**src/rtl/lhefpm_pkg.sv**
```systemverilog
// shared constants of the host event flag and pin monitor block
package lhefpm_pkg;

    // ------------------------------------------------------------
    // bus geometry
    // ------------------------------------------------------------
    localparam int          ADDR_W          = 8;
    localparam int          DATA_W          = 32;
    localparam int          REG_W           = 8;

    // ------------------------------------------------------------
    // register byte offsets
    // ------------------------------------------------------------
    localparam logic [7:0]  OFF_IRQ_CONTROL = 8'h00;
    localparam logic [7:0]  OFF_PIN_MONITOR = 8'h04;
    localparam logic [7:0]  OFF_EVT_STATUS  = 8'h08;
    localparam logic [7:0]  OFF_EVT_MASK    = 8'h0c;

    // ------------------------------------------------------------
    // host_if_irq_control fields
    // ------------------------------------------------------------
    localparam int          BIT_A20_MON     = 7;
    localparam int          BIT_RST_EVT     = 6;
    localparam int          BIT_SD_EVT      = 5;
    localparam int          BIT_ABT_EVT     = 4;
    localparam int          BIT_RX3_EN      = 3;
    localparam int          BIT_RX2_EN      = 2;
    localparam int          BIT_RX1_EN      = 1;
    localparam int          BIT_FAULT_EN    = 0;
    localparam int          EN_W            = 4;
    localparam logic [3:0]  EN_RST          = 4'h0;

    // ------------------------------------------------------------
    // synchronised pin vector; bits 7..0 are the monitor layout
    // ------------------------------------------------------------
    localparam int          PIN_W           = 10;
    localparam int          PIN_LFRAME      = 7;
    localparam int          PIN_LRESET      = 4;
    localparam int          PIN_LPCPD       = 3;
    localparam int          PIN_A20         = 8;
    localparam int          PIN_LCLK        = 9;
    localparam logic        SYNC_RST        = 1'b0;
    localparam logic        PIN_IDLE        = 1'b1;

    // ------------------------------------------------------------
    // event status / mask layout
    // ------------------------------------------------------------
    localparam int          ST_RST          = 0;
    localparam int          ST_SD           = 1;
    localparam int          ST_ABT          = 2;
    localparam int          ST_W            = 3;
    localparam logic [2:0]  ST_RST_VAL      = 3'h0;

endpackage : lhefpm_pkg

```
**src/rtl/lhefpm_flag.sv**
```systemverilog
// one event flag cleared by writing zero after it was read as one
`timescale 1ns/100ps
module lhefpm_flag (
    // clock and reset
    input  wire logic ref_clk,
    input  wire logic rst,
    // hardware side
    input  wire logic set,
    input  wire logic hw_clr,
    // software side
    input  wire logic rd_one,
    input  wire logic wr,
    input  wire logic wr_val,
    // state
    output logic      flag_q
);

    logic arm_q;

    // ------------------------------------------------------------
    // a read that returned one arms the clear; any write disarms it
    // ------------------------------------------------------------
    always_ff @(posedge ref_clk) begin
        if (rst) begin
            arm_q <= 1'b0;
        end else if (wr) begin
            arm_q <= 1'b0;
        end else if (rd_one) begin
            arm_q <= 1'b1;
        end
    end

    // set wins over every clear; writing one never sets
    always_ff @(posedge ref_clk) begin
        if (rst) begin
            flag_q <= 1'b0;
        end else if (set) begin
            flag_q <= 1'b1;
        end else if (hw_clr) begin
            flag_q <= 1'b0;
        end else if (wr && !wr_val && arm_q) begin
            flag_q <= 1'b0;
        end
    end

endmodule : lhefpm_flag

```
**src/rtl/lhefpm_sync.sv**
```systemverilog
// two-flop synchronisers for the interface pins and the link clock
`timescale 1ns/100ps
module lhefpm_sync
    import lhefpm_pkg::*;
(
    // clock and reset
    input  wire logic             ref_clk,
    input  wire logic             rst,
    // pins
    input  wire logic [PIN_W-1:0] pin_async,
    output logic      [PIN_W-1:0] pin_sync
);

    logic [PIN_W-1:0] meta_q;

    // ------------------------------------------------------------
    // one pair of flops per pin; the first flop feeds only the second
    // ------------------------------------------------------------
    for (genvar i = 0; i < PIN_W; i++) begin : g_bit
        always_ff @(posedge ref_clk) begin
            if (rst) begin
                meta_q[i]   <= SYNC_RST;
                pin_sync[i] <= SYNC_RST;
            end else begin
                meta_q[i]   <= pin_async[i];
                pin_sync[i] <= meta_q[i];
            end
        end
    end

endmodule : lhefpm_sync

```
**src/rtl/lhefpm_top.sv**
```systemverilog
// host interface event flags, interrupt enables and pin monitor
// ------------------------------------------------------------
// Summary of operation
// - control bit 7 mirrors gate A20 pin
// - pin monitors always show live levels
// - reset pin falling edge sets reset flag
// - reset flag clears by zero after one
// - power-down falling edge sets shutdown flag
// - shutdown flag also cleared by LPC resets
// - frame fall mid-cycle sets abort flag
// - abort flag cleared by resets and shutdowns
// - software writes can only clear flags
// - bit 0 gates the fault interrupt
// - bit 1 enables first receive interrupt
// - bit 2 enables second receive interrupt
// - bit 3 enables third and two-way receive
// - monitor register holds eight live pin levels
// ------------------------------------------------------------
//
// Added by the designer: the APB interface to the registers and the register addresses.
`timescale 1ns/100ps
module lhefpm_top
    import lhefpm_pkg::*;
(
    // clock and reset
    input  wire logic              ref_clk,
    input  wire logic              rst,
    // apb slave
    input  wire logic              psel,
    input  wire logic              penable,
    input  wire logic              pwrite,
    input  wire logic [ADDR_W-1:0] paddr,
    input  wire logic [DATA_W-1:0] pwdata,
    output logic      [DATA_W-1:0] prdata,
    output logic                   pready,
    output logic                   pslverr,
    // lpc pins, asynchronous
    input  wire logic              lclk,
    input  wire logic              lframe_n,
    input  wire logic              clkrun_n,
    input  wire logic              serirq,
    input  wire logic              lreset_n,
    input  wire logic              lpcpd_n,
    input  wire logic              pme_n,
    input  wire logic              lsmi_n,
    input  wire logic              lsci_n,
    input  wire logic              gate_a_twenty,
    // host interface core, same clock
    input  wire logic              lpc_sw_reset,
    input  wire logic              lpc_sw_shutdown,
    input  wire logic              lpc_cycle_busy,
    input  wire logic              two_way_irq_option,
    input  wire logic              host_input_reg_1_full,
    input  wire logic              host_input_reg_2_full,
    input  wire logic              host_input_reg_3_full,
    input  wire logic              two_way_regs_full,
    // interrupts
    output logic                   host_fault_irq,
    output logic                   rx1_complete_irq,
    output logic                   rx2_complete_irq,
    output logic                   rx3_complete_irq,
    output logic                   evt_irq
);

    // ------------------------------------------------------------
    // declarations
    // ------------------------------------------------------------
    logic [PIN_W-1:0]  pin_s;
    logic              lclk_prev_q;
    logic              lreset_prev_q;
    logic              lpcpd_prev_q;
    logic              lframe_at_q;
    logic              lclk_rise;
    logic              lreset_fall;
    logic              lpcpd_fall;
    logic              frame_abort;
    logic              lpc_hw_reset;
    logic              lpc_hw_shutdown;
    logic              reset_event_flag;
    logic              shutdown_event_flag;
    logic              abort_event_flag;
    logic [EN_W-1:0]   en_q;
    logic [ST_W-1:0]   evt_status_q;
    logic [ST_W-1:0]   evt_mask_q;
    logic [ST_W-1:0]   evt_pulse;
    logic              setup;
    logic              access;
    logic              wr_ctrl;
    logic              wr_status;
    logic              wr_mask;
    logic              rd_ctrl;
    logic              addr_ok;
    logic [REG_W-1:0]  rd_val;
    logic [DATA_W-1:0] prdata_q;
    logic              pslverr_q;
    logic              fault_q;
    logic [2:0]        rx_q;
    logic              evt_irq_q;

    // ------------------------------------------------------------
    // pin capture
    // ------------------------------------------------------------
    lhefpm_sync u_sync (
        .ref_clk   (ref_clk),
        .rst       (rst),
        .pin_async ({lclk, gate_a_twenty, lframe_n, clkrun_n, serirq,
                     lreset_n, lpcpd_n, pme_n, lsmi_n, lsci_n}),
        .pin_sync  (pin_s)
    );

    // edges are found on synchronised levels, never on the first flop
    always_ff @(posedge ref_clk) begin
        if (rst) begin
            lclk_prev_q   <= SYNC_RST;
            lreset_prev_q <= SYNC_RST;
            lpcpd_prev_q  <= SYNC_RST;
        end else begin
            lclk_prev_q   <= pin_s[PIN_LCLK];
            lreset_prev_q <= pin_s[PIN_LRESET];
            lpcpd_prev_q  <= pin_s[PIN_LPCPD];
        end
    end

    // frame strobe is judged only at link clock rises, as the host drives it
    always_ff @(posedge ref_clk) begin
        if (rst) begin
            lframe_at_q <= PIN_IDLE;
        end else if (lclk_rise) begin
            lframe_at_q <= pin_s[PIN_LFRAME];
        end
    end

    assign lclk_rise       = pin_s[PIN_LCLK] & ~lclk_prev_q;
    assign lreset_fall     = lreset_prev_q & ~pin_s[PIN_LRESET];
    assign lpcpd_fall      = lpcpd_prev_q & ~pin_s[PIN_LPCPD];
    assign frame_abort     = lclk_rise & lframe_at_q & ~pin_s[PIN_LFRAME]
                           & lpc_cycle_busy;
    assign lpc_hw_reset    = ~pin_s[PIN_LRESET];
    assign lpc_hw_shutdown = ~pin_s[PIN_LPCPD];

    // ------------------------------------------------------------
    // event flags
    // ------------------------------------------------------------
    lhefpm_flag u_rst_flag (
        .ref_clk (ref_clk),
        .rst     (rst),
        .set     (lreset_fall),
        .hw_clr  (1'b0),
        .rd_one  (rd_ctrl & prdata_q[BIT_RST_EVT]),
        .wr      (wr_ctrl),
        .wr_val  (pwdata[BIT_RST_EVT]),
        .flag_q  (reset_event_flag)
    );

    lhefpm_flag u_sd_flag (
        .ref_clk (ref_clk),
        .rst     (rst),
        .set     (lpcpd_fall),
        .hw_clr  (lpc_hw_reset | lpc_sw_reset),
        .rd_one  (rd_ctrl & prdata_q[BIT_SD_EVT]),
        .wr      (wr_ctrl),
        .wr_val  (pwdata[BIT_SD_EVT]),
        .flag_q  (shutdown_event_flag)
    );

    lhefpm_flag u_abt_flag (
        .ref_clk (ref_clk),
        .rst     (rst),
        .set     (frame_abort),
        .hw_clr  (lpc_hw_reset | lpc_sw_reset
                  | lpc_hw_shutdown | lpc_sw_shutdown),
        .rd_one  (rd_ctrl & prdata_q[BIT_ABT_EVT]),
        .wr      (wr_ctrl),
        .wr_val  (pwdata[BIT_ABT_EVT]),
        .flag_q  (abort_event_flag)
    );

    // ------------------------------------------------------------
    // apb slave: zero wait states, answer in the first access cycle
    // ------------------------------------------------------------
    assign setup     = psel & ~penable;
    assign access    = psel & penable;
    assign wr_ctrl   = access & pwrite & (paddr == OFF_IRQ_CONTROL);
    assign wr_status = access & pwrite & (paddr == OFF_EVT_STATUS);
    assign wr_mask   = access & pwrite & (paddr == OFF_EVT_MASK);
    assign rd_ctrl   = access & ~pwrite & (paddr == OFF_IRQ_CONTROL);
    assign addr_ok   = (paddr == OFF_IRQ_CONTROL) | (paddr == OFF_PIN_MONITOR)
                     | (paddr == OFF_EVT_STATUS) | (paddr == OFF_EVT_MASK);
    assign pready    = 1'b1;
    assign prdata    = prdata_q;
    assign pslverr   = pslverr_q;

    always_comb begin
        rd_val = '0;
        case (paddr)
            OFF_IRQ_CONTROL: begin
                rd_val[BIT_A20_MON]     = pin_s[PIN_A20];
                rd_val[BIT_RST_EVT]     = reset_event_flag;
                rd_val[BIT_SD_EVT]      = shutdown_event_flag;
                rd_val[BIT_ABT_EVT]     = abort_event_flag;
                rd_val[EN_W-1:0]        = en_q;
            end
            OFF_PIN_MONITOR: begin
                rd_val = pin_s[REG_W-1:0];
            end
            OFF_EVT_STATUS: begin
                rd_val[ST_W-1:0] = evt_status_q;
            end
            OFF_EVT_MASK: begin
                rd_val[ST_W-1:0] = evt_mask_q;
            end
            default: begin
                rd_val = '0;
            end
        endcase
    end

    // read data is frozen at the setup cycle so the flag clear sees what software saw
    always_ff @(posedge ref_clk) begin
        if (rst) begin
            prdata_q  <= '0;
            pslverr_q <= 1'b0;
        end else if (setup) begin
            prdata_q  <= pwrite ? '0 : {{(DATA_W-REG_W){1'b0}}, rd_val};
            pslverr_q <= ~addr_ok;
        end
    end

    // ------------------------------------------------------------
    // enables held in the low control bits
    // ------------------------------------------------------------
    always_ff @(posedge ref_clk) begin
        if (rst) begin
            en_q <= EN_RST;
        end else if (wr_ctrl) begin
            en_q <= pwdata[EN_W-1:0];
        end
    end

    // ------------------------------------------------------------
    // interrupt requests toward the local processor
    // ------------------------------------------------------------
    always_ff @(posedge ref_clk) begin
        if (rst) begin
            fault_q <= 1'b0;
            rx_q    <= '0;
        end else begin
            fault_q  <= en_q[BIT_FAULT_EN] & (reset_event_flag
                      | shutdown_event_flag | abort_event_flag);
            rx_q[0]  <= en_q[BIT_RX1_EN] & host_input_reg_1_full;
            rx_q[1]  <= en_q[BIT_RX2_EN] & host_input_reg_2_full;
            rx_q[2]  <= en_q[BIT_RX3_EN] & (host_input_reg_3_full
                      | (two_way_irq_option & two_way_regs_full));
        end
    end

    assign host_fault_irq   = fault_q;
    assign rx1_complete_irq = rx_q[0];
    assign rx2_complete_irq = rx_q[1];
    assign rx3_complete_irq = rx_q[2];

    // ------------------------------------------------------------
    // sticky event status, write one to clear, set wins
    // ------------------------------------------------------------
    assign evt_pulse = {frame_abort, lpcpd_fall, lreset_fall};

    always_ff @(posedge ref_clk) begin
        if (rst) begin
            evt_status_q <= ST_RST_VAL;
        end else if (wr_status) begin
            evt_status_q <= (evt_status_q & ~pwdata[ST_W-1:0]) | evt_pulse;
        end else begin
            evt_status_q <= evt_status_q | evt_pulse;
        end
    end

    always_ff @(posedge ref_clk) begin
        if (rst) begin
            evt_mask_q <= ST_RST_VAL;
        end else if (wr_mask) begin
            evt_mask_q <= pwdata[ST_W-1:0];
        end
    end

    always_ff @(posedge ref_clk) begin
        if (rst) begin
            evt_irq_q <= 1'b0;
        end else begin
            evt_irq_q <= |(evt_status_q & evt_mask_q);
        end
    end

    assign evt_irq = evt_irq_q;

    // ------------------------------------------------------------
    // checks
    // ------------------------------------------------------------
    property p_rst_set;
        @(posedge ref_clk) disable iff (rst)
        lreset_fall |=> reset_event_flag;
    endproperty
    a_rst_set: assert property (p_rst_set) else $error("reset flag not set");

    property p_rst_hold;
        @(posedge ref_clk) disable iff (rst)
        (wr_ctrl && reset_event_flag && !u_rst_flag.arm_q) |=> reset_event_flag;
    endproperty
    a_rst_hold: assert property (p_rst_hold) else $error("reset flag lost");

    property p_sd_set;
        @(posedge ref_clk) disable iff (rst)
        lpcpd_fall |=> shutdown_event_flag;
    endproperty
    a_sd_set: assert property (p_sd_set) else $error("shutdown flag not set");

    property p_sd_clr;
        @(posedge ref_clk) disable iff (rst)
        (lpc_sw_reset && !lpcpd_fall) |=> !shutdown_event_flag;
    endproperty
    a_sd_clr: assert property (p_sd_clr) else $error("shutdown flag kept");

    property p_abt_set;
        @(posedge ref_clk) disable iff (rst)
        frame_abort |=> abort_event_flag;
    endproperty
    a_abt_set: assert property (p_abt_set) else $error("abort flag not set");

    property p_abt_clr;
        @(posedge ref_clk) disable iff (rst)
        (lpc_sw_shutdown && !frame_abort) |=> !abort_event_flag;
    endproperty
    a_abt_clr: assert property (p_abt_clr) else $error("abort flag kept");

    property p_no_sw_set;
        @(posedge ref_clk) disable iff (rst)
        (wr_ctrl && !reset_event_flag && !lreset_fall) |=> !reset_event_flag;
    endproperty
    a_no_sw_set: assert property (p_no_sw_set) else $error("flag set by write");

    property p_fault;
        @(posedge ref_clk) disable iff (rst)
        (en_q[BIT_FAULT_EN] && abort_event_flag) |=> host_fault_irq;
    endproperty
    a_fault: assert property (p_fault) else $error("fault irq missing");

    property p_fault_gate;
        @(posedge ref_clk) disable iff (rst)
        !en_q[BIT_FAULT_EN] |=> !host_fault_irq;
    endproperty
    a_fault_gate: assert property (p_fault_gate) else $error("fault irq ungated");

    property p_rx3;
        @(posedge ref_clk) disable iff (rst)
        (en_q[BIT_RX3_EN] && two_way_irq_option && two_way_regs_full) |=> rx3_complete_irq;
    endproperty
    a_rx3: assert property (p_rx3) else $error("rx3 irq missing");

    property p_monitor;
        @(posedge ref_clk) disable iff (rst)
        (setup && !pwrite && paddr == OFF_PIN_MONITOR)
            |=> prdata[REG_W-1:0] == $past(pin_s[REG_W-1:0]);
    endproperty
    a_monitor: assert property (p_monitor) else $error("monitor read wrong");

    property p_a20_mon;
        @(posedge ref_clk) disable iff (rst)
        (setup && !pwrite && paddr == OFF_IRQ_CONTROL)
            |=> prdata[BIT_A20_MON] == $past(pin_s[PIN_A20]);
    endproperty
    a_a20_mon: assert property (p_a20_mon) else $error("gate a20 read wrong");

endmodule : lhefpm_top

```
**config.mk**
```make
export PLATFORM = sky130hd
export DESIGN_NAME = lhefpm_top
export DESIGN_NICKNAME = d
export VERILOG_FILES = /design/src/rtl/lhefpm_pkg.sv /design/src/rtl/lhefpm_flag.sv /design/src/rtl/lhefpm_sync.sv /design/src/rtl/lhefpm_top.sv
export SDC_FILE = /design/constraint.sdc
export NUM_CORES = 1
export LEC_CHECK = 0
export BUFFER_PORTS_ARGS = -buffer_cell sky130_fd_sc_hd__buf_4
export CAP_MARGIN = 10
export CORE_MARGIN = 2
export CORE_UTILIZATION = 40
export CTS_BUF_LIST = sky130_fd_sc_hd__clkbuf_2 sky130_fd_sc_hd__clkbuf_4 sky130_fd_sc_hd__clkbuf_8
export CTS_CLUSTER_SIZE = 25
export DETAILED_ROUTE_END_ITERATION = 8
export GPL_TIMING_DRIVEN = 0
export PLACE_DENSITY = 0.7
export SETUP_SLACK_MARGIN = 0.02
export SLEW_MARGIN = 20
export SYNTH_ARGS = -nofsm -noshare
export SYNTH_HDL_FRONTEND = slang
export SYNTH_SLANG_ARGS = --single-unit
```
**constraint.sdc**
```tcl
create_clock -name ref_clk -period 2.2 [get_ports ref_clk]
set_clock_uncertainty 0.2 [all_clocks]
set_input_delay 0.22 -clock ref_clk [delete_from_list [all_inputs] [get_ports ref_clk]]
set_output_delay 0.22 -clock ref_clk [all_outputs]
set_load 0.1 [all_outputs]
```
==> metrics.md, run 1 <==
| Metric | Value |
|---|---|
| Status | `finished clean` |
| Clk root buf | `clkbuf_8` |
| Worst slew pin tran | `0.877 ns` |
| Setup repair after global routing missed its margin | `false` |
| Post-Syn Area | `2240 sq um` |
| Share of cells above drive strength 1 | `31.1%` |
| Inserted Diodes | `0` |
| Initial Util | `41.1%` |
| Synth Instances | `221` |
| P&R area growth vs syn | `37.0%` |
| Leakage | `0.00132 uW` |
| Largest fanout on the critical path | `10` |
| Primary FF master, synth | `dfxtp_1` |
| Peak VDD IR | `0.000340 V` |
| GRT Resource Usage Total | `15.6%` |
| Die X | `78.8 um` |
| CP arrival | `1.72 ns` |
| HP Class | `in -> reg` |
| EDFF count, synth | `0` |
| DR WL/cell | `12.0 um` |
| R2R depth | `3` |
| Multi-input gate area | `988 sq um` |
| Critical path class | `in -> reg` |
| Post-DP HPWL | `3.47 mm` |
| Via count | `1806` |
| Crit. End Element | `flip-flop` |
| Sink Count | `54` |
| Pwr/cell area | `679 nW/um^2` |
| Remaining global-route overflow | `0` |
| Headroom to the max-slew limit | `41.1%` |
| Ys async rst share | `0%` |
| PortBufs | `50` |
| Final hold viol count | `0` |
| Max Cap Viol | `0` |
| Antenna violations before repair | `0` |
| Vias per cell | `4.63` |
| Gpl congestion | `0.889` |
| First-pass GRT wire length | `7.67 mm` |
| Final Max Tran Viols | `0` |
| Std-Cell Rows | `27` |
| DIE AREA | `6210 sq um` |
| #FFs+latches synth | `54` |
| Largest net degree at the start of global routing | `19` |
| DRT iter0 DRCs | `127` |
| Fmax | `585 MHz` |
| Minimum clock period | `1.71 ns` |
| YS warnings | `0` |
| Number of setup violations in the final report | `0` |
| CTS resizes | `0` |
| Critical Path RT | `2.21 ns` |
| Total iterations of the first detailed-routing run | `4` |
| Seq/Total Area, Yosys | `48.3%` |
| DRC | `0` |
| Fillers | `502` |
| DRT Wirelength | `4.70 mm` |
| Placed cell count | `366` |
| DRT antenna net count | `0` |
| Clk slew on worst S/H paths | `0.10 ns` |
| Core Footprint | `5440 sq um` |
| Setup_tns | `0 ns` |
| Vias in the first global route | `1688` |
| Syn_area_per_cell | `10.1 sq um` |
| Reg area | `1080 sq um` |
| CTS HTree Levels | `2` |
| Max clock buf depth | `2` |
| Final Cycle Share | `77.7%` |
| Worst R2R Setup Slack | `0.82 ns` |
| Hold Path Stages | `3` |
| Die Height | `78.8 um` |
| Final nets | `380` |
| Fin cells | `390` |
| Inserted Clock Buffers | `5` |
| Distinct cell type count of the synthesized netlist | `37` |
| Worst Setup Start Kind | `input port` |
| CTS tree | `yes` |
| IO Pins | `102` |
| Skew-Pair Late Insertion Delay | `0.31 ns` |
## cells in the mapped netlist (all sizes together), types with 2 or more instances
master | n | area, sq um
buf | 28 | 204
o41ai | 3 | 26.3
mux2i | 8 | 80.1
dfxtp | 54 | 1080
conb | 2 | 7.51
mux4 | 3 | 67.6
nand2 | 19 | 71.3
nand3b | 2 | 15.0
a21oi | 11 | 55.1
nor2b | 24 | 150
nor4bb | 2 | 20.0
nor2 | 4 | 15.0
nand2b | 7 | 43.8
inv | 5 | 18.8
nor3 | 4 | 20.0
a32o | 3 | 30.0
nand4 | 10 | 62.6
mux2 | 5 | 56.3
a211oi | 5 | 37.5
nor4 | 2 | 33.8
and3 | 2 | 12.5
clkbuf | 7 | 27.5
## power by group
| group | switching (uW) | total, uW | internal (uW) |
|---|---|---|---|
| sequential | 9.56 | 1010 | 1000 |
| combinational | 269 | 396 | 126 |
| clock | 328 | 675 | 347 |
## repair_timing
item,in CTS,in global routing
setup buffers,0,0
hold endpoints to repair,15,0
setup endpoints to repair,0,0
hold buffers,16,0
## critical path, cell delays in order
cell and delay (ns):
buf_4 0.11, nor4_2 0.73, nand4_1 0.38, o21a_1 0.27
## state kept, by name, summed over array words and instances, names as in the netlist, 3 cells and up
| name | count |
|---|---|
| u_sync.meta_q | 10 |
| u_sync.pin_sync | 10 |
| prdata | 8 |
| en_q | 4 |
| evt_mask_q | 3 |
| evt_status_q | 3 |
| rx_q | 3 |
## stage by stage
step | setup slack, ns | power [uW] | hold slack [ns] | utilization [%] | instance area (sq um)
floorplan | 0.538 | 1330 | 0.137 | - | 2320
CTS | 0.523 | 2090 | 0.00112 | 56.4 | 3070
global route | 0.337 | 2160 | 0.00906 | 56.4 | 3070
detailed placement | 0.197 | 1400 | 0.225 | 51.3 | 2790
global placement | 0.217 | 1400 | 0.216 | 51.3 | 2790
finish | 0.490 | 2080 | 0.0103 | 56.4 | 3070
## layer usage
layer	global-route usage (%)	wire (um)
met5	0	0
met1	19.4	2010
met2	27.4	2250
met4	5.61	55
met3	2.50	374
## area by class of cell
class,instances,share of cell area (%)
Inverter,6,0.735
Clock buffer,5,2.24
Timing Repair Buffer,66,17.5
Buffer,35,7.55
Tap cell,72,2.94
Clock inverter,3,1.55
Multi-Input combinational cell,149,32.2
Sequential cell,54,35.3
## cells by family after synthesis
family,after synthesis,share of synthesized area (%)
muxes,16,9.12
DFF,54,48.3
and+or+nand+nor,82,22.8
AOI/OAI and AO/OA,26,8.05
other,2,0.336
buffers and inverters,41,11.4
## worst paths after layout
check	start	endpoint
max	paddr[5]	u_sd_flag.flag_q
min	pwdata[1]	en_q[1]
max reg2reg	u_sync.pin_sync[9]	u_abt_flag.flag_q
min reg2reg	u_sync.meta_q[0]	u_sync.pin_sync[0]
## cell usage in the layout, fill, tap and decap left out, types with 3 or more instances in the layout
cell           instances
buf_4                 76
dfxtp_1               54
conb_1                25
nor2b_1               24
nand2_1               19
dlygate4sd3_1         16
a21oi_1               11
nand4_1               10
mux2i_1                8
nand2b_1               7
clkbuf_1               6
inv_1                  5
mux2_2                 5
a211oi_1               5
clkbuf_8               5
nor3_1                 4
nor2_1                 4
o41ai_1                3
mux4_2                 3
a32o_1                 3
Power figures use the tool's default switching activity.
==> run 2: changes to the inputs <==
--- a/config.mk
+++ b/config.mk
@@ -13,7 +13,7 @@
 export CTS_CLUSTER_SIZE = 25
 export DETAILED_ROUTE_END_ITERATION = 8
 export GPL_TIMING_DRIVEN = 0
-export PLACE_DENSITY = 0.7
+export PLACE_DENSITY = 0.73
 export SETUP_SLACK_MARGIN = 0.02
 export SLEW_MARGIN = 20
 export SYNTH_ARGS = -nofsm -noshare
==> constraint.sdc (replaced) <==
create_clock -name ref_clk -period 1.5 [get_ports ref_clk]
set_clock_uncertainty 0.2 [all_clocks]
set_input_delay 0.15 -clock ref_clk [delete_from_list [all_inputs] [get_ports ref_clk]]
set_output_delay 0.15 -clock ref_clk [all_outputs]
set_load 0.1 [all_outputs]
==> run 2 against run 1 <==
Compared with the run above: the run now ends with negative hold slack, negative setup slack left; worst setup slack worse by 0.50 ns; via count up 0.44%; utilization grew 2.6 points; sequential power rose by 47%; power increased by 40%; die area did not move; clock-buffer cell count unchanged; wire length up 3.3%; critical path type unchanged; critical endpoint is now evt_mask_q[1]; largest cell class unchanged; largest power group unchanged; highest routed layer unchanged.
==> metrics.md, run 2 (same netlist as run 1, synthesis figures left out) <==
| Metric | Value |
|---|---|
| Largest fanout on the critical path | `6` |
| Comb pwr share | `21.1%` |
| DRT antenna net count | `0` |
| Remaining global-route overflow | `0` |
| Setup repair after global routing missed its margin | `true` |
| PortBufs | `50` |
| Crit. End Element | `flip-flop` |
| Crit Reg-Reg Startpoint | `u_sync.pin_sync[9]` |
| Setup_tns | `-0.0118 ns` |
| Clk root buf | `clkbuf_8` |
| Final WS setup | `-0.0118 ns` |
| Die X | `78.8 um` |
| Status | `finished with violations` |
| Std-Cell Rows | `27` |
| Switching share of power | `31.1%` |
| Pwr Total | `2920 uW` |
| CTS tree | `yes` |
| IO Pins | `102` |
| Placed cell count | `366` |
| CP arrival | `1.54 ns` |
| Vias per cell | `4.52` |
| Final Max Tran Viols | `0` |
| DRT iter0 DRCs | `78` |
| Total iterations of the first detailed-routing run | `4` |
| Max clock buf depth | `2` |
| Worst Setup Start Kind | `input port` |
| GRT Resource Usage Total | `16.0%` |
| HP Class | `in -> reg` |
| Internal | `2010 uW` |
| Failing checks | `negative hold slack, negative setup slack` |
| Post-route cell area | `3210 sq um` |
| Critical Path RT | `1.53 ns` |
| Worst hold slack | `-0.0107 ns` |
| Gpl congestion | `0.864` |
| Final nets | `391` |
| Inserted Clock Buffers | `5` |
| Pwr/cell area | `910 nW/um^2` |
| Fin cells | `401` |
| Max Cap Viol | `0` |
| Sink Count | `54` |
| Net Switching | `908 uW` |
| Core Footprint | `5440 sq um` |
| Headroom to the max-slew limit | `61.6%` |
| R2R depth | `3` |
| Placed cell area | `2810 sq um` |
| CTS HTree Levels | `2` |
| Initial Util | `41.1%` |
| Minimum clock period | `1.51 ns` |
| Peak VDD IR | `0.000656 V` |
| Final hold viol count | `2` |
| DR WL/cell | `12.1 um` |
| Fillers | `473` |
| Worst slew pin tran | `0.575 ns` |
| Clk pwr share | `28.2%` |
| First-pass GRT wire length | `7.77 mm` |
| Vias in the first global route | `1685` |
| Number of setup violations in the final report | `1` |
| Fmax | `661 MHz` |
| Most common cell after layout, fill and taps aside | `buf_4` |
| P&R area growth vs syn | `43.4%` |
| Critical path class | `in -> reg` |
| Via count | `1814` |
| Largest net degree at the start of global routing | `19` |
| DIE AREA | `6210 sq um` |
| Share of cells above drive strength 1 | `33.7%` |
| Inserted Diodes | `0` |
| DRT Wirelength | `4.85 mm` |
| Clk slew on worst S/H paths | `0.10 ns` |
| Post-DP HPWL | `3.50 mm` |
| Antenna violations before repair | `0` |
| Flop pwr share | `50.8%` |
| Final Cycle Share | `101%` |
| DRC | `0` |
| Die Height | `78.8 um` |
| Skew-Pair Late Insertion Delay | `0.31 ns` |
| Leakage | `0.00137 uW` |
| Hold Path Stages | `3` |
| Hold Path Origin | `pwdata[4]` |
| Commonest cells after routing, fill and taps aside | `77 x buf_4, 50 x dfxtp_1, 25 x conb_1, 24 x nor2b_1, 24 x dlygate4sd3_1` |
| CP Launch Point | `paddr[6]` |
-- run 2: changes by cell type in the layout (fill, tap and decap cells not counted), sizes merged --
cell	delta
dlygate4sd3	+8
buf	+3
bufinv	-1
clkinvlp	+2
inv	-1
-- run 2: worst max-delay path, stage by stage --
cell and delay [ns]:
buf_6 0.10, or4_4 0.52, buf_6 0.16, nor4_4 0.35, mux2i_1 0.26
-- run 2: final cells by class --
cell class / instances / area, sq um / area share (%)
plain buffers: 35 / 238 / 7.41
clock buffers: 5 / 68.8 / 2.15
clock inverters: 3 / 23.8 / 0.741
inverters: 6 / 22.5 / 0.702
multi-input cells: 149 / 1030 / 32.2
flip-flops and latches: 54 / 1090 / 33.9
well taps: 72 / 90.1 / 2.81
repair buffers: 77 / 646 / 20.1
-- run 2: power by group through the flow --
stage / sequential [uW] / clock (uW) / combinational (uW)
CTS: 1480 / 829 / 603
global placement: 1510 / 0 / 547
finish: 1480 / 822 / 614
global route: 1490 / 897 / 645
detailed placement: 1510 / 0 / 551
floorplan: 1520 / 0 / 424
-- run 2: path summary, 6_finish.rpt --
path,endpoint,slack (ns)
hold / removal,u_abt_flag.flag_q,-0.01
hold reg to reg,u_sync.pin_sync[1],0.24
setup / recovery,evt_mask_q[1],-0.01
setup reg to reg,u_abt_flag.flag_q,0.14
-- run 2: layer usage --
metal	routed length, um	vias to the layer above	part of all wire (%)	GRT usage, %
li1	-	933	-	-
met1	2120	805	44	20.5
met2	2310	72	48	26.3
met3	388	4	8.0	4.55
met4	35	0	0.72	4.21
met5	0	-	0	0
-- run 2: timing repair --
action                                 4_1_cts  5_1_grt
resized for setup                            3        4
endpoints found under the hold margin       32        0
pin swaps                                    1        3
setup buffers                                0        3
hold buffers                                24        0
setup endpoints to repair                    4        5
-- run 2: per-stage QoR --
| stage | setup slack, ns | util, % |
|---|---|---|
| 5_1_grt | -0.0225 | 59.0 |
| 4_1_cts | -0.0103 | 58.1 |
| 6_report | -0.0118 | 59.0 |
| 3_5_place_dp | -0.325 | 51.7 |
| 2_1_floorplan | -0.0729 | - |
| 3_3_place_gp | -0.289 | 51.7 |
==> run 3: changes to the inputs <==
--- a/config.mk
+++ b/config.mk
@@ -7,13 +7,12 @@
 export LEC_CHECK = 0
 export BUFFER_PORTS_ARGS = -buffer_cell sky130_fd_sc_hd__buf_4
 export CAP_MARGIN = 10
-export CORE_MARGIN = 2
 export CORE_UTILIZATION = 40
 export CTS_BUF_LIST = sky130_fd_sc_hd__clkbuf_2 sky130_fd_sc_hd__clkbuf_4 sky130_fd_sc_hd__clkbuf_8
 export CTS_CLUSTER_SIZE = 25
 export DETAILED_ROUTE_END_ITERATION = 8
 export GPL_TIMING_DRIVEN = 0
-export PLACE_DENSITY = 0.73
+export PLACE_DENSITY = 0.77
 export SETUP_SLACK_MARGIN = 0.02
 export SLEW_MARGIN = 20
 export SYNTH_ARGS = -nofsm -noshare
==> run 3 against run 2 <==
Compared with the run above: the flow finishes with violations (negative hold slack); via count grew 2.0%; worst hold slack lost 0.045 ns; sequential power is essentially flat; sequential share of layout area grew 0.32 points; flip-flop and latch count is the same; design area shrank 0.94%; clock-buffer cell count is the same; final cell count shrank 1.2%; worst setup slack gained 0.053 ns; combinational power is essentially flat; power grew 0.99%; die area shrank 5.0%; critical endpoint is now evt_mask_q[0].
==> metrics.md, run 3 (same netlist as run 1, synthesis figures left out) <==
| Metric | Value |
|---|---|
| Final Max Tran Viols | `0` |
| Post-CTS setup buffers | `0` |
| Inserted Clock Buffers | `5` |
| Inserted Diodes | `0` |
| Minimum clock period | `1.46 ns` |
| GRT Resource Usage Total | `17.4%` |
| Max Cap Viol | `0` |
| Clk root buf | `clkbuf_8` |
| DRT antenna net count | `0` |
| Gpl congestion | `0.855` |
| Fillers | `439` |
| Worst Setup Start Kind | `input port` |
| Pwr/cell area | `927 nW/um^2` |
| Largest fanout on the critical path | `6` |
| Max layer used | `met4` |
| Fin cells | `396` |
| Multi-input gate area | `1020 sq um` |
| DIE AREA | `5900 sq um` |
| Failing checks | `negative hold slack` |
| Final hold viol count | `8` |
| CP arrival | `1.50 ns` |
| Total iterations of the first detailed-routing run | `4` |
| Share of cells above drive strength 1 | `32.8%` |
| Via count | `1850` |
| Leakage | `0.00136 uW` |
| Number of setup violations in the final report | `0` |
| Placed cell count | `364` |
| Max clock buf depth | `2` |
| Remaining global-route overflow | `0` |
| CTS tree | `yes` |
| Clk slew on worst S/H paths | `0.10 ns` |
| Headroom to the max-slew limit | `58.9%` |
| Die X | `76.8 um` |
| Final Cycle Share | `97.3%` |
| DRC | `0` |
| First-pass GRT wire length | `8.00 mm` |
| Commonest cells after routing, fill and taps aside | `74 x buf_4, 50 x dfxtp_1, 25 x conb_1, 24 x nor2b_1, 24 x dlygate4sd3_1` |
| PortBufs | `50` |
| Critical path class | `in -> reg` |
| Crit. End Element | `flip-flop` |
| Placed cell area | `2810 sq um` |
| DRT iter0 DRCs | `143` |
| Status | `finished with violations` |
| Routed wl met3 | `334 um` |
| Worst hold slack | `-0.0561 ns` |
| HP Class | `in -> reg` |
| R2R depth | `2` |
| Initial Util | `42.7%` |
| Hold Path Stages | `4` |
| Skew-Pair Late Insertion Delay | `0.31 ns` |
| Critical Path RT | `1.54 ns` |
| DR WL/cell | `12.3 um` |
| Fmax | `685 MHz` |
| Pre-CTS WS | `-0.309 ns` |
| M1 WL | `2.08 mm` |
| Post-route cell area | `3180 sq um` |
| Post-DP HPWL | `3.43 mm` |
| CTS HTree Levels | `2` |
| Sink Count | `54` |
| P&R area growth vs syn | `42.1%` |
| Setup_tns | `0 ns` |
| Vias in the first global route | `1693` |
| DRT Wirelength | `4.86 mm` |
| Final WS setup | `0.0411 ns` |
| Peak VDD IR | `0.000511 V` |
| Die Height | `76.8 um` |
| Most common cell after layout, fill and taps aside | `buf_4` |
| Std-Cell Rows | `26` |
| Worst slew pin tran | `0.615 ns` |
| Antenna violations before repair | `0` |
| Hold_buf cts | `24` |
| Reg area | `1090 sq um` |
| Core Footprint | `5240 sq um` |
| Vias per cell | `4.67` |
| IO Pins | `102` |
| Setup repair after global routing missed its margin | `true` |
| Met2 WL | `2.33 mm` |
| Final nets | `388` |
| Largest net degree at the start of global routing | `20` |
## run 3: power breakdown
part / total (uW) / internal, uW / leakage, uW / switching (uW)
registers: 1480 / 1470 / 0.000442 / 14.2
logic: 612 / 205 / 0.000869 / 406
clock network: 853 / 350 / 0.0000506 / 504
## run 3: layout make-up
cell class                 count  area share [%]
clock buffer                   5            2.17
sequential                    54            34.2
clock inverter                 3           0.906
inverter                       6           0.709
multi-input combinational    149            32.1
buffer                        35            7.48
timing repair buffer          74            19.7
tap                           70            2.76
## run 3: repair_timing
action,in CTS,in global routing
gates resized for setup,0,6
setup endpoints to repair,0,15
endpoints found under the hold margin,32,8
## run 3: final timing paths
kind	to	startpoint	slack [ns]
setup reg to reg	prdata[0]	evt_mask_q[0]	0.14
setup / recovery	evt_mask_q[0]	paddr[5]	0.04
hold reg to reg	u_sync.pin_sync[5]	u_sync.meta_q[5]	0.24
hold / removal	prdata[6]	paddr[5]	-0.06
## run 3: worst max-delay path, stage by stage
cell     delay, ns
buf_8         0.10
or4_4         0.52
buf_6         0.16
nor4_4        0.35
mux2i_1       0.22
## run 3: metrics by stage
step	utilization (%)	power, uW
after CTS	60.1	2960
after global routing	60.7	3070
after floorplan	-	1950
after detailed placement	53.7	2070
after global placement	53.7	2060
final	60.7	2950
## run 3: per-layer routing
| layer | vias up | GRT usage, % |
|---|---|---|
| met4 | 0 | 7.50 |
| met2 | 87 | 28.7 |
| li1 | 923 | - |
| met3 | 13 | 4.05 |
| met5 | - | 0 |
| met1 | 827 | 21.6 |
